===== config.mk =====
export PLATFORM = sky130hd
export DESIGN_NAME = ioc_output_logic
export DESIGN_NICKNAME = d
export VERILOG_FILES = /design/src/verilog/ioc_pkg.sv /design/src/verilog/ioc_store.sv /design/src/verilog/ioc_output_logic.sv
export SDC_FILE = /design/constraint.sdc
export NUM_CORES = 1
export LEC_CHECK = 0
export BUFFER_PORTS_ARGS = -buffer_cell sky130_fd_sc_hd__buf_2
export CORE_MARGIN = 4
export CORE_UTILIZATION = 41
export CTS_CLUSTER_DIAMETER = 60
export CTS_CLUSTER_SIZE = 24
export DETAILED_ROUTE_END_ITERATION = 12
export PLACE_DENSITY_LB_ADDON = 0.2
export SLEW_MARGIN = 20
export SYNTH_ARGS = -nofsm -noshare
export SYNTH_HDL_FRONTEND = slang
export SYNTH_SLANG_ARGS = --single-unit

===== constraint.sdc =====
create_clock -name clk -period 1.7 [get_ports clk]
set_input_delay 0.17 -clock clk [delete_from_list [all_inputs] [get_ports clk]]
set_output_delay 0.17 -clock clk [all_outputs]
set_load 0.02 [all_outputs]

===== src/verilog/ioc_pkg.sv =====
// constants and types shared by the io cell output logic
package ioc_pkg;

  // ---------------------------------------------------------------
  // pad output function selection
  // ---------------------------------------------------------------
  typedef enum logic [3:0] {
    IOC_FN_MUX_A_REG = 4'h0,  // mux_a_with_reg
    IOC_FN_MUX_B_REG = 4'h1,  // mux_b_with_reg
    IOC_FN_MUX_A_B   = 4'h2,  // mux_a_with_b
    IOC_FN_AND       = 4'h3,
    IOC_FN_NAND      = 4'h4,
    IOC_FN_OR        = 4'h5,
    IOC_FN_NOR       = 4'h6,
    IOC_FN_XOR       = 4'h7,
    IOC_FN_XNOR      = 4'h8
  } ioc_func_e;

  // ---------------------------------------------------------------
  // output flip-flop data source
  // ---------------------------------------------------------------
  localparam logic [1:0] IOC_DSEL_A = 2'h0;
  localparam logic [1:0] IOC_DSEL_B = 2'h1;
  localparam logic [1:0] IOC_DSEL_HI = 2'h2;
  localparam logic [1:0] IOC_DSEL_LO = 2'h3;

  // ---------------------------------------------------------------
  // bit positions in the set/reset value vector
  // ---------------------------------------------------------------
  localparam int IOC_SR_IN = 0;
  localparam int IOC_SR_OUT = 1;
  localparam int IOC_SR_TS = 2;
  localparam int IOC_SR_W = 3;

  // ---------------------------------------------------------------
  // pin synchroniser layout, storage and pad reset values
  // ---------------------------------------------------------------
  localparam int IOC_SYNC_SCLK = 0;
  localparam int IOC_SYNC_FCLK = 1;
  localparam int IOC_SYNC_PAD = 2;
  localparam int IOC_SYNC_N = 3;
  localparam logic IOC_Q_RST = 1'b0;
  localparam logic IOC_PAD_RST = 1'b0;

endpackage : ioc_pkg


===== src/verilog/ioc_store.sv =====
// one configurable latch / flip-flop of the io cell
`timescale 1ns/1ns
module ioc_store
  import ioc_pkg::*;
(
  input wire logic clk,
  input wire logic rst_b,
  input wire logic is_latch,
  input wire logic level,
  input wire logic clk_edge,
  input wire logic d,
  input wire logic ce_act,
  input wire logic lsr_act,
  input wire logic lsr_sync,
  input wire logic ce_over_lsr,
  input wire logic gsr_act,
  input wire logic sr_val,
  output logic q_reg
);

  // -------------------------------------------------------------
  // storage update
  // -------------------------------------------------------------
  // global and asynchronous local set/reset act without a clock edge
  always_ff @(posedge clk or negedge rst_b) begin
    if (!rst_b) begin
      q_reg <= IOC_Q_RST;
    end else if (gsr_act) begin
      q_reg <= sr_val;
    end else if (lsr_act && !lsr_sync) begin
      q_reg <= sr_val;
    end else if (is_latch) begin
      // latch ignores clock enable entirely
      if (level) begin
        q_reg <= d;
      end
    end else if (clk_edge) begin
      if (ce_over_lsr) begin
        if (ce_act) begin
          q_reg <= lsr_act ? sr_val : d;
        end
      end else if (lsr_act) begin
        q_reg <= sr_val;
      end else if (ce_act) begin
        q_reg <= d;
      end
    end
  end

endmodule : ioc_store


===== src/verilog/ioc_output_logic.sv =====
// io cell output logic, register controls and clock selection
`timescale 1ns/1ns
module ioc_output_logic
  import ioc_pkg::*;
(
  input wire logic clk,
  input wire logic rst_b,
  input wire logic sys_clk_pin,
  input wire logic fast_io_clk,
  input wire logic pad_in,
  input wire logic route_out_a,
  input wire logic route_out_b,
  input wire logic route_ts,
  input wire logic clk_en,
  input wire logic local_set_reset,
  input wire logic global_set_reset_n,
  input wire ioc_func_e cfg_func,
  input wire logic [1:0] cfg_ff_dsel,
  input wire logic cfg_ff_dinv,
  input wire logic cfg_out_clk_fast,
  input wire logic cfg_ts_clk_fast,
  input wire logic cfg_in_latch,
  input wire logic cfg_in_fast,
  input wire logic cfg_in_ce_en,
  input wire logic cfg_out_ce_en,
  input wire logic cfg_in_ce_inv,
  input wire logic cfg_out_ce_inv,
  input wire logic cfg_sclk_inv,
  input wire logic cfg_fclk_inv,
  input wire logic cfg_lsr_inv,
  input wire logic cfg_lsr_en,
  input wire logic cfg_gsr_inv,
  input wire logic cfg_gsr_en,
  input wire logic [IOC_SR_W-1:0] cfg_sr_val,
  input wire logic cfg_out_lsr_sync,
  input wire logic cfg_ce_over_lsr,
  output logic pad_out,
  output logic pad_oe,
  output logic fast_latch_q,
  output logic in_q,
  output logic out_ff_q,
  output logic ts_q
);

  // ---------------------------------------------------------------
  // pin synchronisers
  // ---------------------------------------------------------------
  logic [IOC_SYNC_N-1:0] pin_raw;
  logic [IOC_SYNC_N-1:0] s1_reg;
  logic [IOC_SYNC_N-1:0] s2_reg;
  logic [IOC_SYNC_N-1:0] s3_reg;
  logic [IOC_SYNC_N-1:0] stab_reg;

  assign pin_raw[IOC_SYNC_SCLK] = sys_clk_pin;
  assign pin_raw[IOC_SYNC_FCLK] = fast_io_clk;
  assign pin_raw[IOC_SYNC_PAD] = pad_in;

  // three stages; a change is taken only once stages two and three agree
  for (genvar g = 0; g < IOC_SYNC_N; g++) begin : g_sync
    always_ff @(posedge clk or negedge rst_b) begin
      if (!rst_b) begin
        s1_reg[g] <= 1'b0;
        s2_reg[g] <= 1'b0;
        s3_reg[g] <= 1'b0;
        stab_reg[g] <= 1'b0;
      end else begin
        s1_reg[g] <= pin_raw[g];
        s2_reg[g] <= s1_reg[g];
        s3_reg[g] <= s2_reg[g];
        if (s2_reg[g] == s3_reg[g]) begin
          stab_reg[g] <= s3_reg[g];
        end
      end
    end
  end

  // ---------------------------------------------------------------
  // control polarity and edge detection
  // ---------------------------------------------------------------
  logic sclk_lvl;
  logic fclk_lvl;
  logic pad_s;
  logic sclk_prev_reg;
  logic fclk_prev_reg;
  logic sclk_rise;
  logic fclk_rise;
  logic ce_in_act;
  logic ce_out_act;
  logic lsr_act;
  logic gsr_act;

  assign sclk_lvl = stab_reg[IOC_SYNC_SCLK] ^ cfg_sclk_inv;
  assign fclk_lvl = stab_reg[IOC_SYNC_FCLK] ^ cfg_fclk_inv;
  assign pad_s = stab_reg[IOC_SYNC_PAD];
  // history holds the raw pin, so an inversion set at reset gives no edge
  assign sclk_rise = sclk_lvl & ~(sclk_prev_reg ^ cfg_sclk_inv);
  assign fclk_rise = fclk_lvl & ~(fclk_prev_reg ^ cfg_fclk_inv);
  // separate enable polarity per path
  assign ce_in_act = ~cfg_in_ce_en | (clk_en ^ cfg_in_ce_inv);
  assign ce_out_act = ~cfg_out_ce_en | (clk_en ^ cfg_out_ce_inv);
  assign lsr_act = cfg_lsr_en & (local_set_reset ^ cfg_lsr_inv);
  assign gsr_act = cfg_gsr_en & ~(global_set_reset_n ^ cfg_gsr_inv);

  // previous raw clock pins for edge detection; same reset as the chain
  always_ff @(posedge clk or negedge rst_b) begin
    if (!rst_b) begin
      sclk_prev_reg <= 1'b0;
      fclk_prev_reg <= 1'b0;
    end else begin
      sclk_prev_reg <= stab_reg[IOC_SYNC_SCLK];
      fclk_prev_reg <= stab_reg[IOC_SYNC_FCLK];
    end
  end

  // ---------------------------------------------------------------
  // storage elements
  // ---------------------------------------------------------------
  logic in_d;
  logic out_d;
  logic out_edge;
  logic ts_edge;

  // zero-hold path feeds the input flip-flop from the fast latch
  assign in_d = cfg_in_fast ? fast_latch_q : pad_s;
  assign out_edge = cfg_out_clk_fast ? fclk_rise : sclk_rise;
  assign ts_edge = cfg_ts_clk_fast ? fclk_rise : sclk_rise;

  // output flip-flop data source with optional inversion
  always_comb begin
    unique case (cfg_ff_dsel)
      IOC_DSEL_A: out_d = route_out_a;
      IOC_DSEL_B: out_d = route_out_b;
      IOC_DSEL_HI: out_d = 1'b1;
      IOC_DSEL_LO: out_d = 1'b0;
    endcase
    out_d = out_d ^ cfg_ff_dinv;
  end

  // fast-capture latch, always on the fast clock
  ioc_store u_fast (
    .clk(clk), .rst_b(rst_b), .is_latch(1'b1), .level(fclk_lvl),
    .clk_edge(1'b0), .d(pad_s), .ce_act(1'b1), .lsr_act(lsr_act),
    .lsr_sync(1'b0), .ce_over_lsr(cfg_ce_over_lsr), .gsr_act(gsr_act),
    .sr_val(cfg_sr_val[IOC_SR_IN]), .q_reg(fast_latch_q)
  );

  // input latch or flip-flop on the system clock
  ioc_store u_in (
    .clk(clk), .rst_b(rst_b), .is_latch(cfg_in_latch), .level(sclk_lvl),
    .clk_edge(sclk_rise), .d(in_d), .ce_act(ce_in_act),
    .lsr_act(lsr_act), .lsr_sync(1'b0), .ce_over_lsr(cfg_ce_over_lsr),
    .gsr_act(gsr_act), .sr_val(cfg_sr_val[IOC_SR_IN]), .q_reg(in_q)
  );

  // output flip-flop; captures the leading value at the active edge
  ioc_store u_out (
    .clk(clk), .rst_b(rst_b), .is_latch(1'b0), .level(1'b0),
    .clk_edge(out_edge), .d(out_d), .ce_act(ce_out_act),
    .lsr_act(lsr_act), .lsr_sync(cfg_out_lsr_sync),
    .ce_over_lsr(cfg_ce_over_lsr), .gsr_act(gsr_act),
    .sr_val(cfg_sr_val[IOC_SR_OUT]), .q_reg(out_ff_q)
  );

  // 3-state flip-flop has no clock enable
  ioc_store u_ts (
    .clk(clk), .rst_b(rst_b), .is_latch(1'b0), .level(1'b0),
    .clk_edge(ts_edge), .d(route_ts), .ce_act(1'b1),
    .lsr_act(lsr_act), .lsr_sync(1'b0), .ce_over_lsr(cfg_ce_over_lsr),
    .gsr_act(gsr_act), .sr_val(cfg_sr_val[IOC_SR_TS]), .q_reg(ts_q)
  );

  // ---------------------------------------------------------------
  // pad output function
  // ---------------------------------------------------------------
  logic pad_next;

  // config is static, so the function select never glitches the pad
  always_comb begin
    unique case (cfg_func)
      IOC_FN_MUX_A_REG: pad_next = sclk_lvl ? out_ff_q : route_out_a;
      IOC_FN_MUX_B_REG: pad_next = sclk_lvl ? out_ff_q : route_out_b;
      IOC_FN_MUX_A_B: pad_next = sclk_lvl ? route_out_b : route_out_a;
      IOC_FN_AND: pad_next = route_out_b & sclk_lvl;
      IOC_FN_NAND: pad_next = ~(route_out_b & sclk_lvl);
      IOC_FN_OR: pad_next = route_out_b | sclk_lvl;
      IOC_FN_NOR: pad_next = ~(route_out_b | sclk_lvl);
      IOC_FN_XOR: pad_next = route_out_b ^ sclk_lvl;
      IOC_FN_XNOR: pad_next = ~(route_out_b ^ sclk_lvl);
      default: pad_next = IOC_PAD_RST;
    endcase
  end

  // registered pad data; enable follows the 3-state flip-flop
  always_ff @(posedge clk or negedge rst_b) begin
    if (!rst_b) begin
      pad_out <= IOC_PAD_RST;
    end else begin
      pad_out <= pad_next;
    end
  end
  assign pad_oe = ts_q;

  // ---------------------------------------------------------------
  // assertions
  // ---------------------------------------------------------------
  property p_mux_a_reg;
    @(posedge clk) disable iff (!rst_b)
    cfg_func == IOC_FN_MUX_A_REG |=>
      pad_out == ($past(sclk_lvl) ? $past(out_ff_q) : $past(route_out_a));
  endproperty
  a_mux_a_reg: assert property (p_mux_a_reg) else $error("a/reg mux bad");

  property p_mux_b_reg;
    @(posedge clk) disable iff (!rst_b)
    cfg_func == IOC_FN_MUX_B_REG && sclk_lvl |=> pad_out == $past(out_ff_q);
  endproperty
  a_mux_b_reg: assert property (p_mux_b_reg) else $error("b/reg mux bad");

  property p_mux_a_b;
    @(posedge clk) disable iff (!rst_b)
    cfg_func == IOC_FN_MUX_A_B && !sclk_lvl |=> pad_out == $past(route_out_a);
  endproperty
  a_mux_a_b: assert property (p_mux_a_b) else $error("a/b mux bad");

  property p_xnor;
    @(posedge clk) disable iff (!rst_b)
    cfg_func == IOC_FN_XNOR |=>
      pad_out == ~($past(route_out_b) ^ $past(sclk_lvl));
  endproperty
  a_xnor: assert property (p_xnor) else $error("xnor output bad");

  property p_fast_latch;
    @(posedge clk) disable iff (!rst_b)
    fclk_lvl && !lsr_act && !gsr_act |=> fast_latch_q == $past(pad_s);
  endproperty
  a_fast_latch: assert property (p_fast_latch) else $error("fast latch");

  property p_out_capture;
    @(posedge clk) disable iff (!rst_b)
    out_edge && ce_out_act && !lsr_act && !gsr_act |=>
      out_ff_q == $past(out_d) ##1 1'b1;
  endproperty
  a_out_capture: assert property (p_out_capture) else $error("out ff");

  property p_ce_hold;
    @(posedge clk) disable iff (!rst_b)
    cfg_ce_over_lsr && !ce_out_act && cfg_out_lsr_sync && !gsr_act
      |=> $stable(out_ff_q);
  endproperty
  a_ce_hold: assert property (p_ce_hold) else $error("ce priority");

  property p_gsr;
    @(posedge clk) disable iff (!rst_b)
    gsr_act |=> out_ff_q == $past(cfg_sr_val[IOC_SR_OUT])
      && ts_q == $past(cfg_sr_val[IOC_SR_TS]);
  endproperty
  a_gsr: assert property (p_gsr) else $error("global set/reset");

  property p_lsr_async;
    @(posedge clk) disable iff (!rst_b)
    lsr_act && !cfg_out_lsr_sync |=> out_ff_q == $past(cfg_sr_val[IOC_SR_OUT]);
  endproperty
  a_lsr_async: assert property (p_lsr_async) else $error("async lsr");

  c_mux_b_reg: cover property (@(posedge clk) disable iff (!rst_b)
    cfg_func == IOC_FN_MUX_B_REG && sclk_rise);
  c_fast_out: cover property (@(posedge clk) disable iff (!rst_b)
    cfg_out_clk_fast && fclk_rise && ce_out_act);
  c_gsr: cover property (@(posedge clk) disable iff (!rst_b) gsr_act);

endmodule : ioc_output_logic


==> impl_metrics.toml <==
[outcome]
status = "complete, no violations"

[drt]
vias = 820
wl_per_cell_um = 12.2
ant_nets = 0
vias_per_cell = 5.09
drc = 0
drt_first_iter_violations = 17
firstDrtPassIters = 4
routed_wl_um = 1960

[critical_path]
cp_slowest_stage_delay_ns = 0.42
cp-end-kind = "flip-flop"
cp.depth = 7
worstPathRequired_ns = 1.89
crit_path_top_delay_cell = "dfrtp_1"
crit_path_start_kind = "flip-flop"
ff2ff_path_depth = 7
critical_path_peak_fanout = 2
path_cells = "xor2_2 -> ha_1 -> mux2_2 -> a21oi_1 -> o21ai_0 -> o21ai_0 -> nor2_1"
cp_top_family = "flip-flops"
r2r_slack_ns = 0.08
path_common_cell = "o21ai_0"
crit_arrival_ns = 1.81
crit_buf_inv = 0
path_class = "reg -> reg"

[final_layout]
num-nets-final = 172
nFillCells = 213
fin_util_pct = 57.2
syn_to_final_growth_pct = 33.9
fin_cells = 161
multi_input_area_um2 = 450
seqCellArea_um2 = 475
drive_above_1_share_pct = 43.6
n_antenna_cell = 0

[sta]
clock_skew_ns = 0.00605
fin_hold_ws_ns = 0.0750
rsz0062_at_grt = "no"
setup_viol_count_final = 0
period_share_pct = 95.6
relSlewSlack_pct = 72.0
worst_pin_slew_ns = 0.420
period_needed_ns = 1.62
finalSetupTns_ns = 0
slew_viol_final = 0
fmax_mhz = 615
hold_viol_final = 0
worst_slack_ns = 0.0751

[place]
place_congestion = 0.791
post-place-ws_ns = 0.0913
post-dp-hpwl_um = 1570
port_buffers = 42
dp_cells = 153

[synthesis]
syn_area_per_cell_um2 = 11.5
synth_cells = 82
yosysWarnings = 0
yosysTopAreaCellShare_pct = 50.3
yosys_register_bits = 19
synth_nets = 120
synth_top_area_cell = "dfrtp_1"
ys_seq_area_share_pct = 50.3
synth_cell_type_count = 30
ys_top_cells_by_area = "dfrtp_1 (50%), xnor2_1 (4.6%), xor2_2 (3.4%)"
syn_area_um2 = 945

[hold_path]
min_delay_path_depth = 3
hp-class = "in -> reg"

[clock_tree]
clockRootBuffer = "clkbuf_4"
cts_buffers = 3
cts_resized = 0
cts_htree_levels = 1
postCtsSetupBuffers = 0
cts_tree = "done"
cts.reportedPaths.clkPinSlew_ns = 0.10
clkSinkCount = 19
clk_latency_ns = 0.29
cts.path.max_buffers = 2

[floorplanning]
core-area_um2 = 2210
start_util_pct = 42.7
pin_count = 43
die_w_um = 56
rows = 17
die-height_um = 56
dieArea_um2 = 3140

[pwr]
pwr_density_cell_nw_per_um2 = 820
p_leak_uw = 0.000595
ir_drop_uv = 544

[grt]
grt_pass1_wl_um = 3350
grt_pass1_vias = 800
grt_overflow = 0
track_usage_pct = 13.2
grt_max_degree = 20
antenna_found_initial = 0

[job]
drv_cap = 0
## metal layers
| layer | vias up | GRT usage, % | routed length [um] |
|---|---|---|---|
| met1 | 385 | 15.4 | 783 |
| met4 | 0 | 5.08 | 19 |
| met3 | 2 | 4.64 | 160 |
| li1 | 400 | - | - |
| met2 | 33 | 22.0 | 995 |
| met5 | - | 0 | 0 |
## final timing paths
path / endpoint / start
max: pad_out$_DFF_PN0_ / stab_reg[0]$_DFFE_PN0N_
min: u_ts.q_reg$_DFFE_PN0P_ / cfg_sr_val[2]
max reg2reg: pad_out$_DFF_PN0_ / stab_reg[0]$_DFFE_PN0N_
min reg2reg: s2_reg[0]$_DFF_PN0_ / s1_reg[0]$_DFF_PN0_
max in group asynchronous: pad_out$_DFF_PN0_ / rst_b
min in group asynchronous: u_ts.q_reg$_DFFE_PN0P_ / rst_b
## through the flow
step	power, uW	instance area, um2
floorplan	705	945
global placement	815	1200
detailed placement	826	1200
CTS	1060	1260
global route	1110	1260
finish	1040	1260
## cell usage in the layout, fill, tap and decap left out
master,instances
mux2_2,2
o211ai_2,1
clkinv_2,1
nand2b_1,4
a21oi_1,4
o21ai_0,6
mux2i_1,3
o221ai_2,1
maj3_1,3
xor2_2,2
a31oi_1,1
nor2_1,2
nor3b_1,2
dfrtp_1,19
o32ai_2,1
a311o_1,1
clkbuf_4,3
o211ai_1,2
and3_1,1
inv_2,1
nor3_1,2
nand2_1,6
nor4_1,1
o22ai_1,1
xnor2_1,5
dlygate4sd3_1,4
a22oi_1,1
o21ai_1,3
buf_2,42
buf_4,2
o22ai_2,2
nand3b_1,1
ha_1,1
inv_1,2
## synthesized netlist by cell type
cell	count
mux2_2	2
a31oi_1	1
dfrtp_1	19
o21ai_0	6
nand2_1	6
nor3_1	2
inv_1	2
a21oi_1	4
o221ai_2	1
o22ai_1	1
nor4_1	1
nor2_1	2
mux2i_1	3
ha_1	1
xnor2_1	5
nand2b_1	4
o32ai_2	1
buf_4	1
o211ai_2	1
o22ai_2	2
nand3b_1	1
xor2_2	2
o21ai_1	3
nor3b_1	2
maj3_1	3
a311o_1	1
a22oi_1	1
inv_2	1
o211ai_1	2
and3_1	1
## worst reg2reg max path: stages, from the launching register on
cell and delay, ns:
dfrtp_1 0.42, xor2_2 0.19, ha_1 0.29, mux2_2 0.27, a21oi_1 0.15, o21ai_0 0.08, o21ai_0 0.07, nor2_1 0.05
## layout make-up
class / count / area share (%)
sequential: 19 / 37.6
multi-input combinational: 59 / 35.6
timing repair buffer: 48 / 21.0
tap: 28 / 2.77
clock buffer: 3 / 1.78
inverter: 3 / 0.890
clock inverter: 1 / 0.396
## cell families after synthesis
kind of cell               after synthesis  share of synthesized area [%]
buffers and inverters                    4                           1.99
muxes                                    5                           5.56
and+or+nand+nor                         19                           10.6
DFF                                     19                           50.3
AOI/OAI and AO/OA                       24                           18.9
xor gates and xnor gates                 7                           8.08
adders and majority gates                4                           4.50
## power breakdown
| part | total [uW] | switching [uW] | internal [uW] | leakage, uW |
|---|---|---|---|---|
| Clock | 218 | 131 | 87.6 | 0.0000177 |
| Sequential | 526 | 28.9 | 497 | 0.000225 |
| Combinational | 293 | 152 | 141 | 0.000352 |
## repair_timing
| item | CTS | global route |
|---|---|---|
| hold buffers | 4 | 0 |
| hold endpoints to repair | 22 | 0 |
| setup endpoints to repair | 0 | 0 |
No activity file was read; power rests on OpenSTA's default activity.
